**config.mk**
```make
export PLATFORM = sky130hd
export DESIGN_NAME = cgu_clock_unit
export DESIGN_NICKNAME = d
export VERILOG_FILES = /design/src/rtl/cgu_clock_unit.v
export VERILOG_INCLUDE_DIRS = /design/src /design/src/shared
export SDC_FILE = /design/constraint.sdc
export NUM_CORES = 1
export LEC_CHECK = 0
export BUFFER_PORTS_ARGS = -buffer_cell sky130_fd_sc_hd__buf_2
export CAP_MARGIN = 40
export CORE_MARGIN = 10
export CORE_UTILIZATION = 46
export DETAILED_ROUTE_END_ITERATION = 12
export GPL_ROUTABILITY_DRIVEN = 0
export PLACE_DENSITY = 0.69
export SETUP_SLACK_MARGIN = 0.1
export SYNTH_ARGS = -nofsm -noshare
export SYNTH_HDL_FRONTEND = slang
export SYNTH_SLANG_ARGS = --single-unit
```
**constraint.sdc**
```tcl
create_clock -name clk_i -period 1.8 [get_ports clk_i]
set_input_delay 0.27 -clock clk_i [delete_from_list [all_inputs] [get_ports clk_i]]
set_output_delay 0.27 -clock clk_i [all_outputs]
set_load 0.01 [all_outputs]
```
**src/shared/cgu_consts.vh**
```
// Constants for the clock generation and power control block
`ifndef CGU_CONSTS_VH
`define CGU_CONSTS_VH
// Power mode encodings (two-bit mode select)
`define CGU_MODE_NORMAL 2'h0
`define CGU_MODE_BURST 2'h1
`define CGU_MODE_DOZE 2'h2
`define CGU_MODE_SLEEP 2'h3
// Divider select widths and reset values
`define CGU_DIV_W 3
`define CGU_DMA_DIV_RST 3'h0
`define CGU_SYS_DIV_RST 3'h0
`define CGU_DISP_DIV_RST 3'h2
// Burst width field: CPU clock pulses allowed per 32-slot window
`define CGU_BURST_W 5
`define CGU_BURST_RST 5'h1f
// Position of the alternate-function select bit for the clock-out pin
`define CGU_CLKO_SEL_BIT 2
`endif

```
**src/rtl/cgu_clock_unit.v**
```verilog
// Clock generation unit with power-mode gating and clock-out pin control
//
// Function
// - Four output clocks: reference, DMA/display, system and display reference.
// - Low-frequency reference goes to nearly all modules, power control and RTC.
// - DMA/display clock sources system and display clocks, and clocks display DMA.
// - System clock drives CPU, timers, serial ports and memory controller.
// - Display reference clock goes only to the display controller.
// - DMA/display, system and display reference clocks each have their own programmable frequency; the CPU clock is the gated system clock.
// - CPU clock pulses delivered in bursts of reduced width to save power.
// - Four distinct power modes select different levels of clock activity.
// - Sleep stops every generated clock except the low-frequency reference.
// - Only system clock reaches clock-out pin, when enabled and select bit clear.
`include "cgu_consts.vh"

module cgu_clock_unit (
   // Clock and reset
   input wire clk_i,
   input wire arst_n_i,
   // Low-frequency reference from the crystal oscillator
   input wire ref_clk_i,
   // Frequency selects, divide by 2**(sel+1)
   input wire [`CGU_DIV_W-1:0] dma_div_i,
   input wire [`CGU_DIV_W-1:0] sys_div_i,
   input wire [`CGU_DIV_W-1:0] disp_div_i,
   // Power control
   input wire [1:0] power_mode_i,
   input wire [`CGU_BURST_W-1:0] burst_width_i,
   // Clock-out pin control
   input wire clko_en_i,
   input wire [7:0] port_sel_i,
   // Generated clocks
   output wire low_freq_ref_clock_o,
   output reg dma_display_clock_o,
   output reg system_clock_o,
   output reg display_ref_clock_o,
   output reg cpu_clock_o,
   // Clock-out pin
   output reg clock_out_pin_o,
   output reg clock_out_pin_oe_n_o,
   // Current power mode as applied
   output reg [1:0] mode_active_o
);

   // Power mode states, one-hot
   localparam ST_NORMAL = 4'h1;
   localparam ST_BURST = 4'h2;
   localparam ST_DOZE = 4'h4;
   localparam ST_SLEEP = 4'h8;

   reg [3:0] state;
   reg [3:0] next_state;
   reg [7:0] dma_cnt;
   reg [7:0] sys_cnt;
   reg [7:0] disp_cnt;
   reg dma_tick;
   reg [4:0] burst_slot;
   reg sys_gate;
   reg cpu_gate;
   reg disp_gate;
   reg dma_gate;

   // Terminal count test for a toggle divider, one toggle every 2**sel counts
   function div_hit;
      input [7:0] cnt;
      input [`CGU_DIV_W-1:0] sel;
      begin
         div_hit = (cnt >= ((8'h1 << sel) - 8'h1));
      end
   endfunction

   // Derived clocks may run in every state but sleep
   function clk_run;
      input [3:0] st;
      begin
         clk_run = ~st[3];
      end
   endfunction

   // The CPU sees pulses only in normal and burst; doze and sleep close it
   function cpu_run;
      input [3:0] st;
      begin
         cpu_run = st[0] | st[1];
      end
   endfunction

   // Reference passes straight through; never gated
   assign low_freq_ref_clock_o = ref_clk_i;

   always @* begin
      next_state = state;
      case (power_mode_i)
         `CGU_MODE_NORMAL: next_state = ST_NORMAL;
         `CGU_MODE_BURST: next_state = ST_BURST;
         `CGU_MODE_DOZE: next_state = ST_DOZE;
         `CGU_MODE_SLEEP: next_state = ST_SLEEP;
         default: next_state = ST_NORMAL;
      endcase
   end

   always @(posedge clk_i or negedge arst_n_i) begin
      if (!arst_n_i) begin
         state <= ST_NORMAL;
         mode_active_o <= `CGU_MODE_NORMAL;
      end else begin
         state <= next_state;
         case (next_state)
            ST_BURST: mode_active_o <= `CGU_MODE_BURST;
            ST_DOZE: mode_active_o <= `CGU_MODE_DOZE;
            ST_SLEEP: mode_active_o <= `CGU_MODE_SLEEP;
            default: mode_active_o <= `CGU_MODE_NORMAL;
         endcase
      end
   end

   // DMA/display clock, the root of the two derived clocks
   always @(posedge clk_i or negedge arst_n_i) begin
      if (!arst_n_i) begin
         dma_cnt <= 8'h00;
         dma_display_clock_o <= 1'b0;
         dma_tick <= 1'b0;
         dma_gate <= 1'b1;
      end else begin
         dma_tick <= 1'b0;
         // Gate changes only while the clock is low, so no pulse is cut.
         // The root keeps running until both derived clocks have fallen,
         // otherwise a derived clock caught high would stay high in sleep.
         if (!dma_display_clock_o)
            dma_gate <= clk_run(state) | system_clock_o | display_ref_clock_o;
         if (div_hit(dma_cnt, dma_div_i)) begin
            dma_cnt <= 8'h00;
            dma_tick <= 1'b1;
            if (dma_display_clock_o)
               dma_display_clock_o <= 1'b0;
            else if (dma_gate)
               dma_display_clock_o <= 1'b1;
         end else begin
            dma_cnt <= dma_cnt + 8'h01;
         end
      end
   end

   // Gates follow the mode on every edge. They are consulted only when a
   // clock is about to rise, so a change never cuts a pulse under way, and
   // a clock that is low when sleep ends can always start again.
   always @(posedge clk_i or negedge arst_n_i) begin
      if (!arst_n_i) begin
         sys_gate <= 1'b1;
         disp_gate <= 1'b1;
      end else begin
         sys_gate <= clk_run(state);
         disp_gate <= clk_run(state);
      end
   end

   // System and CPU clocks advance only on DMA clock rising ticks
   always @(posedge clk_i or negedge arst_n_i) begin
      if (!arst_n_i) begin
         sys_cnt <= 8'h00;
         system_clock_o <= 1'b0;
         cpu_clock_o <= 1'b0;
         cpu_gate <= 1'b1;
         burst_slot <= 5'h00;
      end else if (dma_tick && dma_display_clock_o) begin
         if (div_hit(sys_cnt, sys_div_i)) begin
            sys_cnt <= 8'h00;
            if (system_clock_o) begin
               system_clock_o <= 1'b0;
               cpu_clock_o <= 1'b0;
               burst_slot <= burst_slot + 5'h01;
               // Burst: pass burst_width slots of every 32
               cpu_gate <= state[0] | (state[1] & (burst_slot < burst_width_i));
            end else if (sys_gate) begin
               system_clock_o <= 1'b1;
               // Mode rechecked here so doze holds from the next whole pulse
               cpu_clock_o <= cpu_gate & cpu_run(state);
            end
         end else begin
            sys_cnt <= sys_cnt + 8'h01;
         end
      end
   end

   // Display reference clock, also stepped by DMA clock rising ticks
   always @(posedge clk_i or negedge arst_n_i) begin
      if (!arst_n_i) begin
         disp_cnt <= 8'h00;
         display_ref_clock_o <= 1'b0;
      end else if (dma_tick && dma_display_clock_o) begin
         if (div_hit(disp_cnt, disp_div_i)) begin
            disp_cnt <= 8'h00;
            if (display_ref_clock_o)
               display_ref_clock_o <= 1'b0;
            else if (disp_gate)
               display_ref_clock_o <= 1'b1;
         end else begin
            disp_cnt <= disp_cnt + 8'h01;
         end
      end
   end

   // Clock-out pin: system clock only, enable set and select bit clear
   always @(posedge clk_i or negedge arst_n_i) begin
      if (!arst_n_i) begin
         clock_out_pin_o <= 1'b0;
         clock_out_pin_oe_n_o <= 1'b1;
      end else begin
         clock_out_pin_oe_n_o <= ~(clko_en_i & ~port_sel_i[`CGU_CLKO_SEL_BIT]);
         clock_out_pin_o <= system_clock_o;
      end
   end

endmodule

```
; ---- Word level (Yosys, flattened, before mapping)
; Cells that the tools add are included.
[classes]
add_sub_neg = 7
magnitude_cmp = 4
n_eq_ne = 6
shift = 3
mux = 13
n_bitwise = 10
n_reduce_logical = 7
[ops]
columns = operator, n
row1 = adder 8 x 1 -> 8 bit (second input constant), 3
row2 = greater-or-equal comparator 8 bit, 3
row3 = 2-to-1 mux 8 bit, 3
row4 = left shift 1 x 3 -> 8 bit (first input constant), 3
row5 = subtractor 8 x 1 -> 8 bit (second input constant), 3
row6 = case mux 4 bit (4 select lines), 1
row7 = 2-to-1 mux 1 bit, 8
row8 = case mux 2 bit (3 select lines), 1
row9 = AND reduction 3 bit, 2
row10 = adder 5 x 1 -> 5 bit (second input constant), 1
row11 = less-than comparator 5 bit, 1
row12 = equality test 2 bit (second input constant), 2
row13 = equality test 4 x 2 -> 1 bit (second input constant), 1
row14 = equality test 4 x 3 -> 1 bit (second input constant), 1
row15 = equality test 4 bit (second input constant), 1
row16 = bitwise OR 1 bit, 4
row17 = AND reduction 2 bit, 2
row18 = AND 1 bit, 3
row19 = NOT 1 bit, 3
row20 = equality test 2 x 1 -> 1 bit (second input constant), 1
row21 = logical NOT 2 bit, 1
row22 = nonzero test 2 bit, 1
row23 = logical AND 1 bit, 1
[totals]
register_bits = 45
inputBits = 28
out_inout_bits = 9
wordCells = 66

; ---- Logic depth before layout (Yosys ltp)
; Gate-level depths: netlist (run 1).
[logic_depth]
ltp_word = 4
mapped_depth = 7
mapped_depth_nobuf = 7

; ---- Least setup slack after synthesis (run 1)
; No wires, ideal clock.
[synth_path]
path_kind = input -> register
from = in sys_div_i[2]
to = reg burst_slot[1]
setup_time_ps = 125
arrival_time_ps = 2116
required_ps = 1675
setup_slack_ps = -441
cell_stages = 7
path_buffers = 0
cell_sequence = or3_1 > ha_1 > nand2b_1 > a2111o_1 > a31oi_4 > nor2_2 > mux2_4
[synth_via]
elab_chain_len = 4
[synth_rtl]
columns = item, line_no
row1 = "start, declared", cgu_clock_unit.v:24  ; input wire [`CGU_DIV_W-1:0] sys_div_i,
row2 = left shift 1 x 3 -> 8 bit, cgu_clock_unit.v:68  ; div_hit = (cnt >= ((8'h1 << sel) - 8'h1));
row3 = subtractor 8 x 1 -> 8 bit, cgu_clock_unit.v:68
row4 = greater-or-equal comparator 8 bit, cgu_clock_unit.v:68
row5 = AND reduction 3 bit (no line), -
row6 = "end signal, assigned", cgu_clock_unit.v:171  ; burst_slot <= burst_slot + 5'h01;
row7 = "end, declared", cgu_clock_unit.v:57  ; reg [4:0] burst_slot;
; No other way between the ends.
; A chain may end at the register's enable or synchronous reset.

; ---- Final worst setup path (run 1)
; Ends and elaborated chain as after synthesis.

==> results of run 1 <==
-- synth_stat cells, types with 2 or more instances --
cell        n  area (um2)
or3_1       3        18.8
xnor2_1     2        17.5
a22o_1      2        17.5
nor2_1     22        82.6
a21oi_1    11        55.1
o2111ai_1   4        35.0
o21ai_0    17        85.1
and2_1      3        18.8
mux2_2      2        22.5
xor2_1     13         114
nand4_1     3        18.8
and3_1      7        43.8
clkbuf_1    4        15.0
nor3_1      4        20.0
nor2_2      2        12.5
dfrtp_1    39         976
o21a_1      4        30.0
inv_1      15        56.3
a21o_1      2        15.0
nor2b_1     3        18.8
nand3_1    14        70.1
mux2_4      3        45.0
nand2b_1    7        43.8
a211o_1     2        17.5
ha_1       32         400
o211ai_1    4        30.0
dfstp_2     5         131
nand2_1    24        90.1
-- power groups by stage --
stage	clock network, mW	registers (mW)	logic (mW)
floorplan	0	1.64	1.21
global placement	0	1.61	1.98
detailed placement	0	1.61	2.05
CTS	0.688	1.60	2.25
global route	0.727	1.66	2.80
finish	0.660	1.61	2.50
-- critical path: cells and delay by family --
kind | cells | cell delay [ns]
AOI/OAI and AO/OA | 2 | 0.65
and+or+nand+nor | 3 | 0.62
muxes | 1 | 0.31
adders and majority gates | 1 | 0.21
buffers and inverters | 1 | 0.09
-- repair_timing --
| action | 4_1_cts | 5_1_grt |
|---|---|---|
| buffers inserted | 0 | 3 |
| setup endpoints to repair | 35 | 35 |
| resized for setup | 23 | 25 |
| gates cloned | 1 | 0 |
| pin swaps | 8 | 3 |
| hold buffers | 0 | 0 |
-- how the worst max path moves through the flow --
stage	end	cells past startpoint	slack [ns]	startpoint
finish	burst_slot[1]	8	-0.18	sys_div_i[2]
CTS	burst_slot[1]	8	-0.21	sys_div_i[2]
global placement	burst_slot[1]	8	-0.52	sys_div_i[2]
detailed placement	burst_slot[4]	9	-0.55	sys_div_i[2]
floorplan	burst_slot[1]	7	-0.42	sys_div_i[2]
global route	burst_slot[1]	7	-0.24	sys_cnt[0]
-- layout make-up --
cell class,count,area (um2)
inverters,15,56.3
repair buffers,69,488
well taps,72,90.1
fillers,472,2020
multi-input cells,207,1680
flip-flops and latches,44,1110
clock buffers,8,100
-- layer usage --
metal | vias up | global-route usage | wire [um]
met5 | - | 0 | 0
met4 | 0 | 0.0418 | 64
met3 | 5 | 0.0241 | 129
met2 | 18 | 0.213 | 2780
met1 | 1021 | 0.152 | 2500
li1 | 1098 | - | -
-- sequential cells by signal (all words and copies together), names as in the netlist --
| signal | cells |
|---|---|
| dma_cnt | 8 |
| clock_out_pin_oe_n_o | 1 |
| system_clock_o | 1 |
| display_ref_clock_o | 1 |
| dma_tick | 1 |
| disp_gate | 1 |
| cpu_gate | 1 |
| dma_display_clock_o | 1 |
| burst_slot | 5 |
| clock_out_pin_o | 1 |
| cpu_clock_o | 1 |
| mode_active_o | 2 |
| dma_gate | 1 |
| state | 3 |
| disp_cnt | 8 |
| sys_cnt | 8 |
-- cells by family after synthesis --
group,count (synthesis),synth area share
and+or+nand+nor,98,0.182
AOI/OAI and AO/OA,54,0.142
DFF,44,0.418
adders and majority gates,32,0.151
buffers and inverters,20,0.0298
xor gates and xnor gates,15,0.0496
muxes,5,0.0255
other,1,0.00142
==> flow_summary.toml, run 1 <==
[worst_setup_path]
crit_fanout = 5
rr_endpoint = "burst_slot[1]"
crit_path_max_incr_delay_ns = 0.41
worstReg2RegStart = "sys_cnt[0]"
crit_arrival_ns = 2.15
worst_r2r_path_depth = 7
crit_slowest_cell = "a2111o_1"
r2r_slack_ns = -0.17
path_class = "input port to flip-flop"
worstPathCellList = "buf_6, or3_4, ha_4, nand2b_4, a2111o_1, a31oi_4, nor2_2, mux2_4"
cp-start-kind = "input port"
cp.required_ns = 1.97
end_kind = "flip-flop"

[layout]
instances_no_fill = 415
final_cell_mix = "dfrtp_1 (39), buf_4 (37), ha_1 (29)"
mostFrequentLayoutCell = "dfrtp_1"
postLayoutCoreUtil = 0.636
design.final.nets = 402
n_antenna_cell = 0
area_growth_pct = 33.1
design_area_um2 = 3520
layout-drive-gt1-share = 0.359

[floorplan]
fp-row-count = 27
die_h_um = 95.9
start_util = 0.478
die_area_um2 = 9190
core_area_um2 = 5540
io_pins = 37
die-width_um = 95.9

[pwr]
p_per_area_nw_per_um2 = 1350
intPower_mw = 2.96
swShare = 0.381
vdd_drop_max_uv = 873
p_comb_frac = 0.524
clkPwrFrac = 0.138
power.switching_mw = 1.82
p_leak_nw = 1.73
seq_power_share = 0.338
total_power_mw = 4.77

[clock_network]
cts_tree = "done"
h-tree-depth = 2
clock_latency_ns = 0.29
numCtsBuffers = 5
cts_buffer_depth = 2
clk_pin_slew_ns = 0.07
clock-sinks = 44
root_buffer = "clkbuf_8"

[sta]
tightest_slew_ns = 0.545
finalSetupTns_ns = -1.42
min_period_ns = 1.98
hold_viol_final = 0
finalWorstSetupSlack_ns = -0.177
clock_skew_ns = 0.00589
slew_headroom = 0.637
fin_crit_sh = 1.10
fmaxAchievable_mhz = 506
hold_ws_ns = 0.0495
setup_viol = 13
slew_viol_final = 0
rsz0062_at_grt = "true"

[placed_design]
dp_hpwl_um = 4160
portBuffers = 27
placed_area_um2 = 3170
place_ws_ns = -0.549
placedCellCount = 403

[synthesis]
ys.flop_type = "dfrtp_1"
synth_area_um2 = 2650
avgSynthCellArea_um2 = 9.84
synth-edff-count = 0
yosysWarnings = 0
ys_types = 44
ys_seq_area_frac = 0.418
synth-seq-cells = 44
postSynthCellCount = 269
async_reset_ff_frac = 1.00

[global_route]
grt_usage = 0.124
overflow = 0
grt_max_degree = 45
antenna_found_initial = 0
grt_pass1_wl_um = 9300
grt_pass1_vias = 2131

[routing]
wire_per_inst_um = 13.2
routed_wl_um = 5470
vias = 2142
drc = 0
drt_iter0_drc = 25
antenna_left = 0
viasPerCell = 5.16
first_pass_iters = 4

[hold_path]
hold_class = "input port to async pin"

[run_status]
outcome = "finished with violations"
violations = "negative setup slack"

[flow_run]
cap_violations = 0
(Power assumes the default switching activity.)
==> run 2: changes to the inputs <==
- RECOVER_POWER: unset -> 25
==> run 2 against run 1 <==
Against the previous run: the flow still finishes with violations (negative setup slack); final cell count unchanged; highest routed layer unchanged; global-route usage unchanged; flip-flop and latch count unchanged; critical endpoint unchanged; sequential power about the same; critical path type unchanged; first-iteration DRC count unchanged.
==> flow_summary.toml, run 2 (synthesis gave the netlist of run 1 again) <==
[routing]
vias = 2139
wire_per_inst_um = 13.2
drt_iter0_drc = 25
drc = 0
viasPerCell = 5.15
antenna_left = 0
routed_wl_um = 5470
first_pass_iters = 4

[global_route]
overflow = 0
grt_max_degree = 45
antenna_found_initial = 0
grt_pass1_vias = 2131
grt_pass1_wl_um = 9300
grt_usage = 0.124

[sta]
tightest_slew_ns = 1.06
clock_skew_ns = 0.00597
fmaxAchievable_mhz = 506
setup_viol = 13
hold_ws_ns = 0.101
finalWorstSetupSlack_ns = -0.177
rsz0062_at_grt = "true"
hold_viol_final = 0
min_period_ns = 1.98
fin_crit_sh = 1.10
finalSetupTns_ns = -1.42
slew_headroom = 0.291
slew_viol_final = 0

[layout]
fillers = 472
multi_input_comb_area_um2 = 1680
final_cell_mix = "dfrtp_1 (39), buf_4 (36), ha_1 (29)"
mostFrequentLayoutCell = "dfrtp_1"
n_antenna_cell = 0
area_growth_pct = 32.9
seq_area_um2 = 1110
design.final.nets = 402
layout-drive-gt1-share = 0.353
top_regs = "disp_cnt: 8 flops, dma_cnt: 8 flops, sys_cnt: 8 flops"
postLayoutCoreUtil = 0.635
instances_no_fill = 415

[pwr]
vdd_drop_max_uv = 875
p_leak_nw = 1.72
power.switching_mw = 1.82
seq_power_share = 0.338
clkPwrFrac = 0.138
swShare = 0.381
p_per_area_nw_per_um2 = 1360
p_comb_frac = 0.524
intPower_mw = 2.95

[floorplan]
die_h_um = 95.9
core_area_um2 = 5540
start_util = 0.478
die-width_um = 95.9
fp-row-count = 27
io_pins = 37
die_area_um2 = 9190

[clock_network]
cts_tree = "done"
root_buffer = "clkbuf_8"
clk_pin_slew_ns = 0.07
numCtsBuffers = 5
clock_latency_ns = 0.29
clock-sinks = 44
cts_buffer_depth = 2
h-tree-depth = 2

[worst_setup_path]
crit_fanout = 5
cp.required_ns = 1.97
path_class = "input port to flip-flop"
crit_slowest_cell = "a2111o_1"
crit_path_max_incr_delay_ns = 0.41
worstPathCellList = "buf_6, or3_4, ha_4, nand2b_4, a2111o_1, a31oi_4, nor2_2, mux2_4"
cp-start-kind = "input port"
crit_arrival_ns = 2.15
end_kind = "flip-flop"

[flow_run]
cap_violations = 0

[placed_design]
dp_hpwl_um = 4160
portBuffers = 27
placedCellCount = 403
place_ws_ns = -0.549

[run_status]
violations = "negative setup slack"
outcome = "finished with violations"

[hold_path]
hold_class = "input port to flip-flop"
## run 2: cell count changes in the layout (fill, tap and decap cells not counted)
cell / change
clkbuf_1: +2
buf_2: -2
and2_1: -1
buf_4: -1
and2_0: +1
clkbuf_2: +1
## run 2: power by group through the flow
stage          sequential (mW)  clock (mW)  combinational (mW)
2_1_floorplan             1.64           0                1.21
3_3_place_gp              1.61           0                1.98
3_5_place_dp              1.61           0                2.05
4_1_cts                   1.60       0.688                2.25
5_1_grt                   1.66       0.727                2.79
6_report                  1.61       0.660                2.50
## run 2: layer usage
metal  vias up  wire [um]  track usage
met2        18       2780        0.213
met3         5        129       0.0241
met4         0         64       0.0418
li1       1098          -            -
met1      1018       2500        0.152
met5         -          0            0
## run 2: cell type report
class	instances	share of cell area
Clock buffer	8	0.0284
Inverter	15	0.0160
Multi-Input combinational cell	207	0.478
Sequential cell	44	0.315
Tap cell	72	0.0256
Timing Repair Buffer	69	0.137
## run 2: critical path, delay by kind of cell
kind / cells / cell delay, ns
adder cells (fa/ha/maj): 1 / 0.21
multiplexers: 1 / 0.31
AND/OR/NAND/NOR: 3 / 0.62
buffers and inverters: 1 / 0.09
AO/OA/AOI/OAI: 2 / 0.65
## run 2: final timing paths
path / endpoint / cells past startpoint / from / slack [ns]
min in group asynchronous: mode_active_o[0] / 2 / arst_n_i / 0.25
worst max register to register: burst_slot[1] / 7 / sys_cnt[0] / -0.17
max in group asynchronous: dma_cnt[1] / 2 / arst_n_i / 0.91
worst min-delay path: clock_out_pin_oe_n_o / 2 / clko_en_i / 0.10
worst max-delay path: burst_slot[1] / 8 / sys_div_i[2] / -0.18
worst min register to register: disp_gate / 1 / state[3] / 0.40
## run 2: repair_timing
| item | CTS | global route |
|---|---|---|
| cloned | 1 | 0 |
| hold buffers | 0 | 0 |
| endpoints found under the setup margin | 35 | 35 |
| gates resized for setup | 23 | 25 |
| buffers inserted | 0 | 3 |
| pin swaps | 8 | 3 |
## run 2: stage by stage
step / instance area [um2] / total power, mW
after floorplan: 2680 / 2.85
after global placement: 3170 / 3.60
after detailed placement: 3170 / 3.66
after CTS: 3380 / 4.54
after global routing: 3520 / 5.18
final: 3520 / 4.77
